===== src/fcr_map.svh =====
// register offsets, field positions and reset values of the configuration slice
`ifndef FCR_MAP_SVH
`define FCR_MAP_SVH

// bus geometry
`define FCR_ADDR_W          12
`define FCR_IDX_W           10

// register indexes; byte address is four times the index
`define FCR_IDX_DUTY_CTL    10'h018
`define FCR_IDX_HIGH_LO     10'h01A
`define FCR_IDX_LOW_HI      10'h01B
`define FCR_IDX_LOW_LO      10'h01C
`define FCR_IDX_LIM_HI      10'h01D
`define FCR_IDX_LIM_LO      10'h01E
`define FCR_IDX_PLL         10'h01F
`define FCR_IDX_FWD         10'h020
`define FCR_IDX_FRAME_LO    10'h024
`define FCR_IDX_FRAME_HI    10'h025

// field positions
`define FCR_DUTY_SEL_BIT    1
`define FCR_PLL_OSC_BIT     3
`define FCR_PLL_RATE_BIT    2
`define FCR_PLL_SPEED_MSB   1
`define FCR_PLL_SPEED_LSB   0
`define FCR_PLL_WR_MASK     8'h0F
`define FCR_FWD_BLOCK_LSB   4
`define FCR_DUTY_WR_MASK    8'h02

// reset values
`define FCR_RST_DUTY_CTL    8'h00
`define FCR_RST_HIGH_LO     8'h00
`define FCR_RST_LOW_HI      8'h00
`define FCR_RST_LOW_LO      8'h00
`define FCR_RST_LIM_HI      8'h00
`define FCR_RST_LIM_LO      8'h04
`define FCR_RST_PLL         8'h02
`define FCR_RST_FWD         8'hF0
`define FCR_RST_FRAME       16'h0000

// bus responses
`define FCR_RESP_OKAY       2'h0
`define FCR_RESP_SLVERR     2'h2

`endif


===== src/fcr_pkg.sv =====
// types shared by the configuration slice and its users
package fcr_pkg;

    // settings handed to the sync generator, forwarder and transmitter pll
    typedef struct packed {
        logic        duty_equal;
        logic [15:0] sync_pulse_low_period;
        logic [23:0] sync_pulse_equal_count;
        logic        ref_source_internal_osc;
        logic        ref_rate_half;
        logic [1:0]  tx_speed;
        logic [3:0]  rx_forward_block;
    } fcr_cfg_t;

    // whole state of the register slice
    typedef struct packed {
        logic        aw_held;
        logic [9:0]  aw_idx;
        logic        w_held;
        logic [7:0]  w_byte;
        logic        w_en;
        logic        bvalid;
        logic [1:0]  bresp;
        logic        rvalid;
        logic [31:0] rdata;
        logic [1:0]  rresp;
        logic [7:0]  duty_ctl;
        logic [7:0]  high_lo;
        logic [7:0]  low_hi;
        logic [7:0]  low_lo;
        logic [7:0]  lim_hi;
        logic [7:0]  lim_lo;
        logic [7:0]  pll;
        logic [7:0]  fwd;
        logic [15:0] frame_num;
    } fcr_state_t;

endpackage


===== src/fcr_config_regs.sv =====
// register slice for frame sync period, frame number wrap, pll and forwarding controls
//
// Chosen here: the AXI4-Lite interface to the registers.
`timescale 1ns/100ps
`include "fcr_map.svh"

////////////////////////////////////////////////////////////////////////////////
// How it works
// [RQ1] software writes period minus one
// [RQ2] low period bits 7:0 at 0x1C
// [RQ3] low period bits 15:8 at 0x1B
// [RQ4] equal duty uses 24-bit joined count
// [RQ5] frame start/end carry 16-bit number
// [RQ6] limit zero forces frame number zero
// [RQ7] number counts 1 to limit, wraps
// [RQ8] limit bits 15:8 at 0x1D, reset zero
// [RQ9] limit bits 7:0 reset to four
// [RQ10] bit 3 selects internal oscillator reference
// [RQ11] bit 2 halves digital reference rate
// [RQ12] software avoids half rate at 400 Mbps
// [RQ13] bits 1:0 select serial rate, reset 10
// [RQ14] pll control bits 7:4 reserved zero
// [RQ15] bits 7:4 of 0x20 block ports
// [RQ16] all ports blocked after reset
// [RQ17] forwarding bits 3:0 reserved read-write
// [RQ18] start and end share number; restart 1
// [RQ19] reserved bits store, read back written; code stores them at 0x20 only, reserved bits of 0x18 and 0x1F read zero
module fcr_config_regs
(
    input  wire logic                     CLK,
    input  wire logic                     RST_B,
    input  wire logic [`FCR_ADDR_W-1:0]   S_AXI_AWADDR,
    input  wire logic                     S_AXI_AWVALID,
    output      logic                     S_AXI_AWREADY,
    input  wire logic [31:0]              S_AXI_WDATA,
    input  wire logic [3:0]               S_AXI_WSTRB,
    input  wire logic                     S_AXI_WVALID,
    output      logic                     S_AXI_WREADY,
    output      logic [1:0]               S_AXI_BRESP,
    output      logic                     S_AXI_BVALID,
    input  wire logic                     S_AXI_BREADY,
    input  wire logic [`FCR_ADDR_W-1:0]   S_AXI_ARADDR,
    input  wire logic                     S_AXI_ARVALID,
    output      logic                     S_AXI_ARREADY,
    output      logic [31:0]              S_AXI_RDATA,
    output      logic [1:0]               S_AXI_RRESP,
    output      logic                     S_AXI_RVALID,
    input  wire logic                     S_AXI_RREADY,
    input  wire logic                     FRAME_START,
    input  wire logic                     FRAME_END,
    output      logic [15:0]              FRAME_NUMBER,
    output      fcr_pkg::fcr_cfg_t        CFG
);
    import fcr_pkg::*;

    ////////////////////////////////////////////////////////////////////////////
    // declarations

    fcr_state_t  r;
    fcr_state_t  next_r;
    logic        aw_take;
    logic        w_take;
    logic        ar_take;
    logic [9:0]  ar_idx;
    logic [15:0] limit;
    logic [3:0]  block_bits;

    ////////////////////////////////////////////////////////////////////////////
    // address helpers

    // register map, byte address is four times the index
    //   0x18  bit 1 equal duty select, other bits read zero
    //   0x1A  high time low byte
    //   0x1B  low period upper byte
    //   0x1C  low period lower byte
    //   0x1D  wrap limit upper byte
    //   0x1E  wrap limit lower byte
    //   0x1F  pll control, upper nibble reads zero
    //   0x20  port forward blocks in 7:4, spare bits in 3:0
    //   0x24  frame number low byte, read only
    //   0x25  frame number high byte, read only
    // any other index answers with a slave error
    function automatic logic idx_writable(input logic [9:0] idx);
        logic ok;
        ok = 1'b0;
        case (idx)
            `FCR_IDX_DUTY_CTL,
            `FCR_IDX_HIGH_LO,
            `FCR_IDX_LOW_HI,
            `FCR_IDX_LOW_LO,
            `FCR_IDX_LIM_HI,
            `FCR_IDX_LIM_LO,
            `FCR_IDX_PLL,
            `FCR_IDX_FWD:
                ok = 1'b1;
            default:
                ok = 1'b0;
        endcase
        return ok;
    endfunction

    function automatic logic idx_readable(input logic [9:0] idx);
        logic ok;
        ok = idx_writable(idx);
        if ((idx == `FCR_IDX_FRAME_LO) || (idx == `FCR_IDX_FRAME_HI))
        begin
            ok = 1'b1;
        end
        return ok;
    endfunction

    // narrow registers sit in the low byte, upper bits read zero
    function automatic logic [7:0] read_byte(input fcr_state_t s, input logic [9:0] idx);
        logic [7:0] v;
        v = 8'h00;
        case (idx)
            `FCR_IDX_DUTY_CTL: v = s.duty_ctl;
            `FCR_IDX_HIGH_LO:  v = s.high_lo;
            `FCR_IDX_LOW_HI:   v = s.low_hi;
            `FCR_IDX_LOW_LO:   v = s.low_lo;
            `FCR_IDX_LIM_HI:   v = s.lim_hi;
            `FCR_IDX_LIM_LO:   v = s.lim_lo;
            `FCR_IDX_PLL:      v = s.pll;
            `FCR_IDX_FWD:      v = s.fwd;
            `FCR_IDX_FRAME_LO: v = s.frame_num[7:0];
            `FCR_IDX_FRAME_HI: v = s.frame_num[15:8];
            default:           v = 8'h00;
        endcase
        return v;
    endfunction

    ////////////////////////////////////////////////////////////////////////////
    // bus handshakes

    // write: response rises at the edge after both halves are held
    // read: answer stands from the cycle after the address edge
    assign S_AXI_AWREADY = !r.aw_held && !r.bvalid;
    assign S_AXI_WREADY  = !r.w_held && !r.bvalid;
    assign S_AXI_ARREADY = !r.rvalid;
    assign aw_take       = S_AXI_AWVALID && S_AXI_AWREADY;
    assign w_take        = S_AXI_WVALID && S_AXI_WREADY;
    assign ar_take       = S_AXI_ARVALID && S_AXI_ARREADY;
    assign ar_idx        = S_AXI_ARADDR[`FCR_ADDR_W-1:2];

    // [RQ8] joined wrap limit
    assign limit = {r.lim_hi, r.lim_lo};

    ////////////////////////////////////////////////////////////////////////////
    // next state

    always_comb
    begin
        next_r = r;

        // address and data may arrive in either order
        if (aw_take)
        begin
            next_r.aw_held = 1'b1;
            next_r.aw_idx  = S_AXI_AWADDR[`FCR_ADDR_W-1:2];
        end
        if (w_take)
        begin
            next_r.w_held = 1'b1;
            next_r.w_byte = S_AXI_WDATA[7:0];
            next_r.w_en   = S_AXI_WSTRB[0];
        end

        // commit once both halves are held
        if (r.aw_held && r.w_held)
        begin
            next_r.aw_held = 1'b0;
            next_r.w_held  = 1'b0;
            next_r.bvalid  = 1'b1;
            next_r.bresp   = idx_writable(r.aw_idx) ? `FCR_RESP_OKAY : `FCR_RESP_SLVERR;
            if (r.w_en)
            begin
                case (r.aw_idx)
                    `FCR_IDX_DUTY_CTL: next_r.duty_ctl = r.w_byte & `FCR_DUTY_WR_MASK;
                    `FCR_IDX_HIGH_LO:  next_r.high_lo = r.w_byte;
                    // [RQ3] period upper byte
                    `FCR_IDX_LOW_HI:   next_r.low_hi = r.w_byte;
                    // [RQ2] period lower byte
                    `FCR_IDX_LOW_LO:   next_r.low_lo = r.w_byte;
                    // [RQ8] limit upper byte
                    `FCR_IDX_LIM_HI:   next_r.lim_hi = r.w_byte;
                    // [RQ9] limit lower byte
                    `FCR_IDX_LIM_LO:   next_r.lim_lo = r.w_byte;
                    // [RQ14] reserved nibble stays zero
                    `FCR_IDX_PLL:      next_r.pll = r.w_byte & `FCR_PLL_WR_MASK;
                    // [RQ17] spare low nibble read-write
                    // [RQ19] reserved bits stored as written
                    `FCR_IDX_FWD:      next_r.fwd = r.w_byte;
                    default:           next_r.fwd = r.fwd;
                endcase
            end
        end
        else if (r.bvalid && S_AXI_BREADY)
        begin
            next_r.bvalid = 1'b0;
        end

        // read answer latched at the address handshake
        if (ar_take)
        begin
            next_r.rvalid = 1'b1;
            next_r.rdata  = {24'h000000, read_byte(r, ar_idx)};
            next_r.rresp  = idx_readable(ar_idx) ? `FCR_RESP_OKAY : `FCR_RESP_SLVERR;
        end
        else if (r.rvalid && S_AXI_RREADY)
        begin
            next_r.rvalid = 1'b0;
        end

        // [RQ6] numbering disabled holds zero
        if (limit == 16'h0000)
        begin
            next_r.frame_num = 16'h0000;
        end
        // [RQ7] advance per frame and wrap to one
        else if (FRAME_START)
        begin
            // [RQ18] restart at one after reset or re-enable
            if ((r.frame_num == 16'h0000) || (r.frame_num >= limit))
            begin
                next_r.frame_num = 16'h0001;
            end
            else
            begin
                next_r.frame_num = r.frame_num + 16'h0001;
            end
        end
    end

    ////////////////////////////////////////////////////////////////////////////
    // state register

    always_ff @(posedge CLK)
    begin
        if (!RST_B)
        begin
            r           <= '0;
            r.duty_ctl  <= `FCR_RST_DUTY_CTL;
            r.high_lo   <= `FCR_RST_HIGH_LO;
            r.low_hi    <= `FCR_RST_LOW_HI;
            r.low_lo    <= `FCR_RST_LOW_LO;
            r.lim_hi    <= `FCR_RST_LIM_HI;
            r.lim_lo    <= `FCR_RST_LIM_LO;
            // [RQ13] serial rate resets to 800 Mbps
            r.pll       <= `FCR_RST_PLL;
            // [RQ16] every port blocked out of reset
            r.fwd       <= `FCR_RST_FWD;
            r.frame_num <= `FCR_RST_FRAME;
        end
        else
        begin
            r <= next_r;
        end
    end

    ////////////////////////////////////////////////////////////////////////////
    // bus outputs

    assign S_AXI_BVALID = r.bvalid;
    assign S_AXI_BRESP  = r.bresp;
    assign S_AXI_RVALID = r.rvalid;
    assign S_AXI_RDATA  = r.rdata;
    assign S_AXI_RRESP  = r.rresp;

    ////////////////////////////////////////////////////////////////////////////
    // settings to the rest of the hub

    // [RQ5] number shown on start and end packets
    assign FRAME_NUMBER = r.frame_num;

    // [RQ15] one block bit per receive port
    genvar gi;
    generate
        for (gi = 0; gi < 4; gi++)
        begin : g_fwd
            assign block_bits[gi] = r.fwd[`FCR_FWD_BLOCK_LSB + gi];
        end
    endgenerate

    always_comb
    begin
        CFG.duty_equal              = r.duty_ctl[`FCR_DUTY_SEL_BIT];
        // [RQ1] value is period minus one, zero means one cycle
        CFG.sync_pulse_low_period   = {r.low_hi, r.low_lo};
        // [RQ4] equal duty joined count
        CFG.sync_pulse_equal_count  = {r.high_lo, r.low_hi, r.low_lo};
        // [RQ10] reference source select
        CFG.ref_source_internal_osc = r.pll[`FCR_PLL_OSC_BIT];
        // [RQ11] digital reference rate select
        CFG.ref_rate_half           = r.pll[`FCR_PLL_RATE_BIT];
        // [RQ13] transmitter serial rate
        CFG.tx_speed                = r.pll[`FCR_PLL_SPEED_MSB:`FCR_PLL_SPEED_LSB];
        CFG.rx_forward_block        = block_bits;
    end

    // end of frame needs no action: the number stays put until the next start
    logic unused_frame_end;
    assign unused_frame_end = FRAME_END;

endmodule


===== config.mk =====
export PLATFORM = sky130hd
export DESIGN_NAME = fcr_config_regs
export DESIGN_NICKNAME = d
export VERILOG_FILES = /design/src/fcr_pkg.sv /design/src/fcr_config_regs.sv
export VERILOG_INCLUDE_DIRS = /design/src
export SDC_FILE = /design/constraint.sdc
export NUM_CORES = 1
export LEC_CHECK = 0
export BUFFER_PORTS_ARGS = -buffer_cell sky130_fd_sc_hd__buf_2
export CORE_MARGIN = 4
export CORE_UTILIZATION = 35
export CTS_CLUSTER_SIZE = 25
export DETAILED_ROUTE_END_ITERATION = 10
export SYNTH_ARGS = -nofsm -noshare
export SYNTH_HDL_FRONTEND = slang
export SYNTH_SLANG_ARGS = --single-unit

===== constraint.sdc =====
create_clock -name CLK -period 2 [get_ports CLK]
set_input_delay 0.1 -clock CLK [delete_from_list [all_inputs] [get_ports CLK]]
set_output_delay 0.1 -clock CLK [all_outputs]
set_load 0.01 [all_outputs]

# Word level (Yosys, flattened, before mapping)
# Cells that the tools add are included.
# W data, S select, Z words.
# word_totals
elab_cells,83
reg_bits,104
in_bits,69
output_inout_bits,106
# classes
n_mux,13
reduce_logical,30
eq_ne,18
add_sub_neg,1
bitwise,1
magnitude_cmp,1
# ops
operator,count
$eq A10 B5 Y1 const B,14
$pmux W8 S10,1
$eq A10 B6 Y1 const B,4
$logic_not A16 Y1,2
$reduce_and A3 Y1,8
$add A16 B1 Y16 const B,1
$ge A16 B16 Y1,1
$mux W16,1
$reduce_or A8 Y1,2
$mux W1,9
$logic_and A1 B1 Y1,8
$logic_not A1 Y1,4
$mux W2,2
$reduce_bool A2 Y1,2
$reduce_or A2 Y1,2
$logic_or A1 B1 Y1,2
$not A1 Y1,1

# Logic depth before layout (Yosys ltp)
# depth
ltp_word,6
ltp_mapped,8
depth_no_buf,7

# Worst setup path before layout
# OpenSTA, ideal clock, no wires.
# synth_path
path_kind,register to register
start,"register r, in the netlist FRAME_NUMBER[0]"
end,"register r, in the netlist FRAME_NUMBER[10]"
setup_slack_ns,-0.086
arrival_ns,2.022
stages_incl_launch_ff,9
setup_time_ns,0.064
synth_period_minus_slack_ns,2.086
t_required_ns,1.936
path_cell_list,dfxtp_1 -> inv_1 -> ha_1 -> nand2b_1 -> a2111oi_2 -> a2111oi_1 -> o41a_1 -> buf_4 -> nor2_1
# synth_via
elab_chain_cells,3
elab_cells_between_ends,5
cone_classes,add/sub: 1; order compare: 1; mux: 1; reduce/logical: 2
# synth_lines
element,line,source
start: declaration,fcr_config_regs.sv:59,fcr_state_t r;
start signal: assignment,fcr_config_regs.sv:256,r <= next_r;
$ge A16 B16 Y1 or $logic_not A16 Y1 (tied branches),fcr_config_regs.sv:223,if ((r.frame_num == 16'h0000) || (r.frame_num >= limit))
$logic_or A1 B1 Y1,fcr_config_regs.sv:223,
$mux W16 *,fcr_config_regs.sv:223,
# Mark *: on every way between the ends. The rest lies on a longest branch, timed or not.
# A chain may end at the register's enable or synchronous reset.

# Worst setup path after layout
# layout_path
start,"register r, in the netlist FRAME_NUMBER[0]"
end,"register r, in the netlist FRAME_NUMBER[15]"
# The elaborated chain is that of the path after synthesis.

==> results.json <==
{
  "outcome": "finished with violations",
  "violations": "negative setup slack",
  "crit_start": "FRAME_NUMBER[0]",
  "grt_setup_unrepaired": "true",
  "hold_slack_ns": 0.007688,
  "drtIter0Drc": 388,
  "yosysWarnings": 0,
  "setup_viol_count_final": 12,
  "crit_slowest_cell": "o41a_1",
  "maxCapViolCount": 0,
  "worst_pin_slew_ns": 0.8087,
  "cp_data_required_time_ns": 2.27,
  "cts_buffers": 9,
  "vias": 5181,
  "synth-seq-area-share_pct": 34.53,
  "synth_flop_cell": "dfxtp_1",
  "startpoint_type": "register",
  "antenna_cells": 0,
  "row_count": 47,
  "cts_buffer_depth": 2,
  "cts_tree": "built",
  "routed_via_density": 5.045,
  "start_util_pct": 35.66,
  "r2r_end": "FRAME_NUMBER[15]",
  "h-tree-depth": 3,
  "multi_input_area_um2": 3186,
  "crit_chain": "inv_2 -> ha_4 -> nand2b_4 -> a2111oi_4 -> a2111oi_4 -> o41a_1 -> buf_6 -> nor3b_2",
  "power_density_nw_per_um2": 602.7,
  "hold_path_depth": 3,
  "fin_ws_ns": -0.06025,
  "synth-seq-cells": 102,
  "dp_slack_ns": -0.07460,
  "avgSynthCellArea_um2": 8.192,
  "final_util_pct": 42.39,
  "firstDrtPassIters": 5,
  "io_pins": 175,
  "die_area_um2": 19040,
  "clkLatencyLatePin_ns": 0.34,
  "syn-cell-area_um2": 5914,
  "layout.nets": 890,
  "die_x_um": 138.0,
  "cts_sinks": 102,
  "core_area_um2": 16580,
  "cp.arrival_ns": 2.33,
  "placed_area_um2": 6310,
  "hold_end": "r[129]",
  "period_share_pct": 103.0,
  "gp_congestion": 0.8764,
  "worstReg2RegStart": "FRAME_NUMBER[0]",
  "ant_nets": 0,
  "hold_violations": 0,
  "grt_pass1_vias": 4508,
  "min_period_ns": 2.060,
  "worstSetupPathType": "register to register",
  "ff_latch_area_um2": 2056,
  "synth_edf_count": 0,
  "async_flop_share_pct": 0,
  "worst_clock_skew_ns": 0.006968,
  "p_leak_nw": 3.087,
  "fmax_mhz": 485.4,
  "io_buffers": 116,
  "critPathMaxStageDelay_ns": 0.45,
  "drive_above_1_share_pct": 29.86,
  "cts.clk_slew.worst_paths_ns": 0.07,
  "routedWlPerCell_um": 16.51,
  "drv_slew": 0,
  "grt_max_degree": 76,
  "ir_worst_vdd_v": 0.0004129,
  "r2r_slack_ns": -0.06,
  "relSlewSlack_pct": 46.09,
  "n_fill_cell": 1689,
  "endpoint_kind": "register",
  "grt_overflow": 0,
  "critPathMostFrequentCell": "a2111oi_4",
  "hp-start": "S_AXI_AWADDR[3]",
  "grt_usage_pct": 17.05,
  "die_y_um": 138.0,
  "syn-instance-count": 722,
  "antenna_found_initial": 0,
  "cts-root-buf": "clkbuf_16",
  "drt-total-wl_um": 16950,
  "path_max_fanout": 6,
  "total_power_mw": 4.237,
  "hold_path_class": "input port to register",
  "grt_pass1_wl_um": 24960,
  "areaGrowthSynthToFinish_pct": 18.87,
  "worstRegToRegCells": 8,
  "fin_area_um2": 7030,
  "drc": 0,
  "place_hpwl_um": 12750,
  "synth_cell_types": 64
}
-- area by class of cell --
type                    instances  share of cell area, %
flip-flops and latches        102                  29.24
clock inverters                 3                 0.6585
well taps                     220                  3.915
inverters                      22                  1.175
clock buffers                  12                  3.364
repair buffers                185                  16.34
multi-input cells             483                  45.31
-- Yosys cell counts (all sizes together) (3+ instances only) --
cell type    n  area share (%)
xnor2       12             1.8
o21ai       37             3.1
nand4        8             1.1
nor2        52             3.4
mux4         3             1.1
nand3       18             1.6
mux2i       37             6.3
dfxtp      102              35
nor3         5            0.42
buf        110              14
or2          3            0.32
a22o         7             1.0
a211oi       3            0.38
nor4        10             1.1
a32oi        3            0.44
a22oi        7            0.89
clkbuf      30             1.9
and3         7            0.74
a21oi       61             5.2
and4         3            0.44
nand2b       9            0.95
a2111oi      3            0.89
nor3b        6            0.85
and2         9            0.95
a31oi        3            0.32
inv         22             1.4
nand2      101             6.4
ha          18             3.8
-- per-layer routing --
metal  share of wire (%)  vias up  track usage (%)
met5                   0        -                0
met4                 1.8        0            5.873
met3                 9.1       21            3.991
met2                  44      240            24.30
met1                  45     2400            25.08
li1                    -     2520                -
-- cell families after synthesis --
| group | share of synthesized area [%] |
|---|---|
| xor+xnor | 2.073 |
| buf+inv | 17.01 |
| mux | 7.785 |
| fa+ha+maj | 3.808 |
| flops | 34.53 |
| other cells | 0.06340 |
| compound gates | 15.06 |
| simple gates | 19.67 |
-- timing repair --
action,in CTS,in global routing
gates resized for setup,3,49
hold buffers,17,0
pin swaps,1,17
cloned,0,1
setup endpoints to repair,13,16
endpoints found under the hold margin,17,0
buffers inserted,0,2
-- through the flow --
step / TNS (ns) / std cells
2_1_floorplan: 0 / 747
3_3_place_gp: -0.03780 / 992
3_5_place_dp: -0.2466 / 992
4_1_cts: 0 / 1024
5_1_grt: -1.273 / 1027
6_report: -0.2544 / 1027
-- cell usage in the layout, fill, tap and decap left out, drive strengths merged, types with 3 or more instances in the layout --
| cell type | count |
|---|---|
| a2111oi | 3 |
| a211oi | 3 |
| a21oi | 61 |
| a22o | 7 |
| a22oi | 7 |
| a31oi | 3 |
| a32oi | 3 |
| and2 | 9 |
| and3 | 7 |
| and4 | 3 |
| buf | 168 |
| clkbuf | 12 |
| conb | 26 |
| dfxtp | 102 |
| dlygate4sd3 | 17 |
| ha | 18 |
| inv | 22 |
| mux2i | 37 |
| mux4 | 3 |
| nand2 | 101 |
| nand2b | 9 |
| nand3 | 18 |
| nand4 | 8 |
| nor2 | 52 |
| nor3 | 5 |
| nor3b | 6 |
| nor4 | 10 |
| o21ai | 37 |
| or2 | 3 |
| xnor2 | 12 |
-- where the power goes --
| part | switching [mW] | total (mW) | internal (mW) |
|---|---|---|---|
| Clock | 0.753 | 1.72 | 0.968 |
| Sequential | 0.0630 | 2.13 | 2.07 |
| Combinational | 0.224 | 0.385 | 0.161 |
| Total | 1.04 | 4.24 | 3.20 |
-- worst max-delay path, delay by kind of cell (launching register included) --
| family | cells | cell delay (ns) |
|---|---|---|
| AOI/OAI and AO/OA | 3 | 0.92 |
| adders and majority gates | 1 | 0.20 |
| buffers and inverters | 2 | 0.22 |
| DFF | 1 | 0.34 |
| and+or+nand+nor | 2 | 0.30 |
-- sequential cells by signal, summed over array words and instances, names as in the netlist --
name / count
CFG: 33
FRAME_NUMBER: 16
S_AXI_BRESP: 1
S_AXI_BVALID: 1
S_AXI_RDATA: 8
S_AXI_RRESP: 1
S_AXI_RVALID: 1
limit: 16
r: 25
-- how the worst max path moves through the flow --
stage | to | slack, ns | cells past startpoint
2_1_floorplan | FRAME_NUMBER[10] | 0.0002 | 8
3_3_place_gp | FRAME_NUMBER[1] | -0.02 | 8
3_5_place_dp | FRAME_NUMBER[12] | -0.07 | 8
4_1_cts | FRAME_NUMBER[13] | 0.0007 | 8
5_1_grt | FRAME_NUMBER[15] | -0.15 | 8
6_report | FRAME_NUMBER[15] | -0.06 | 8
(Power assumes the default switching activity.)
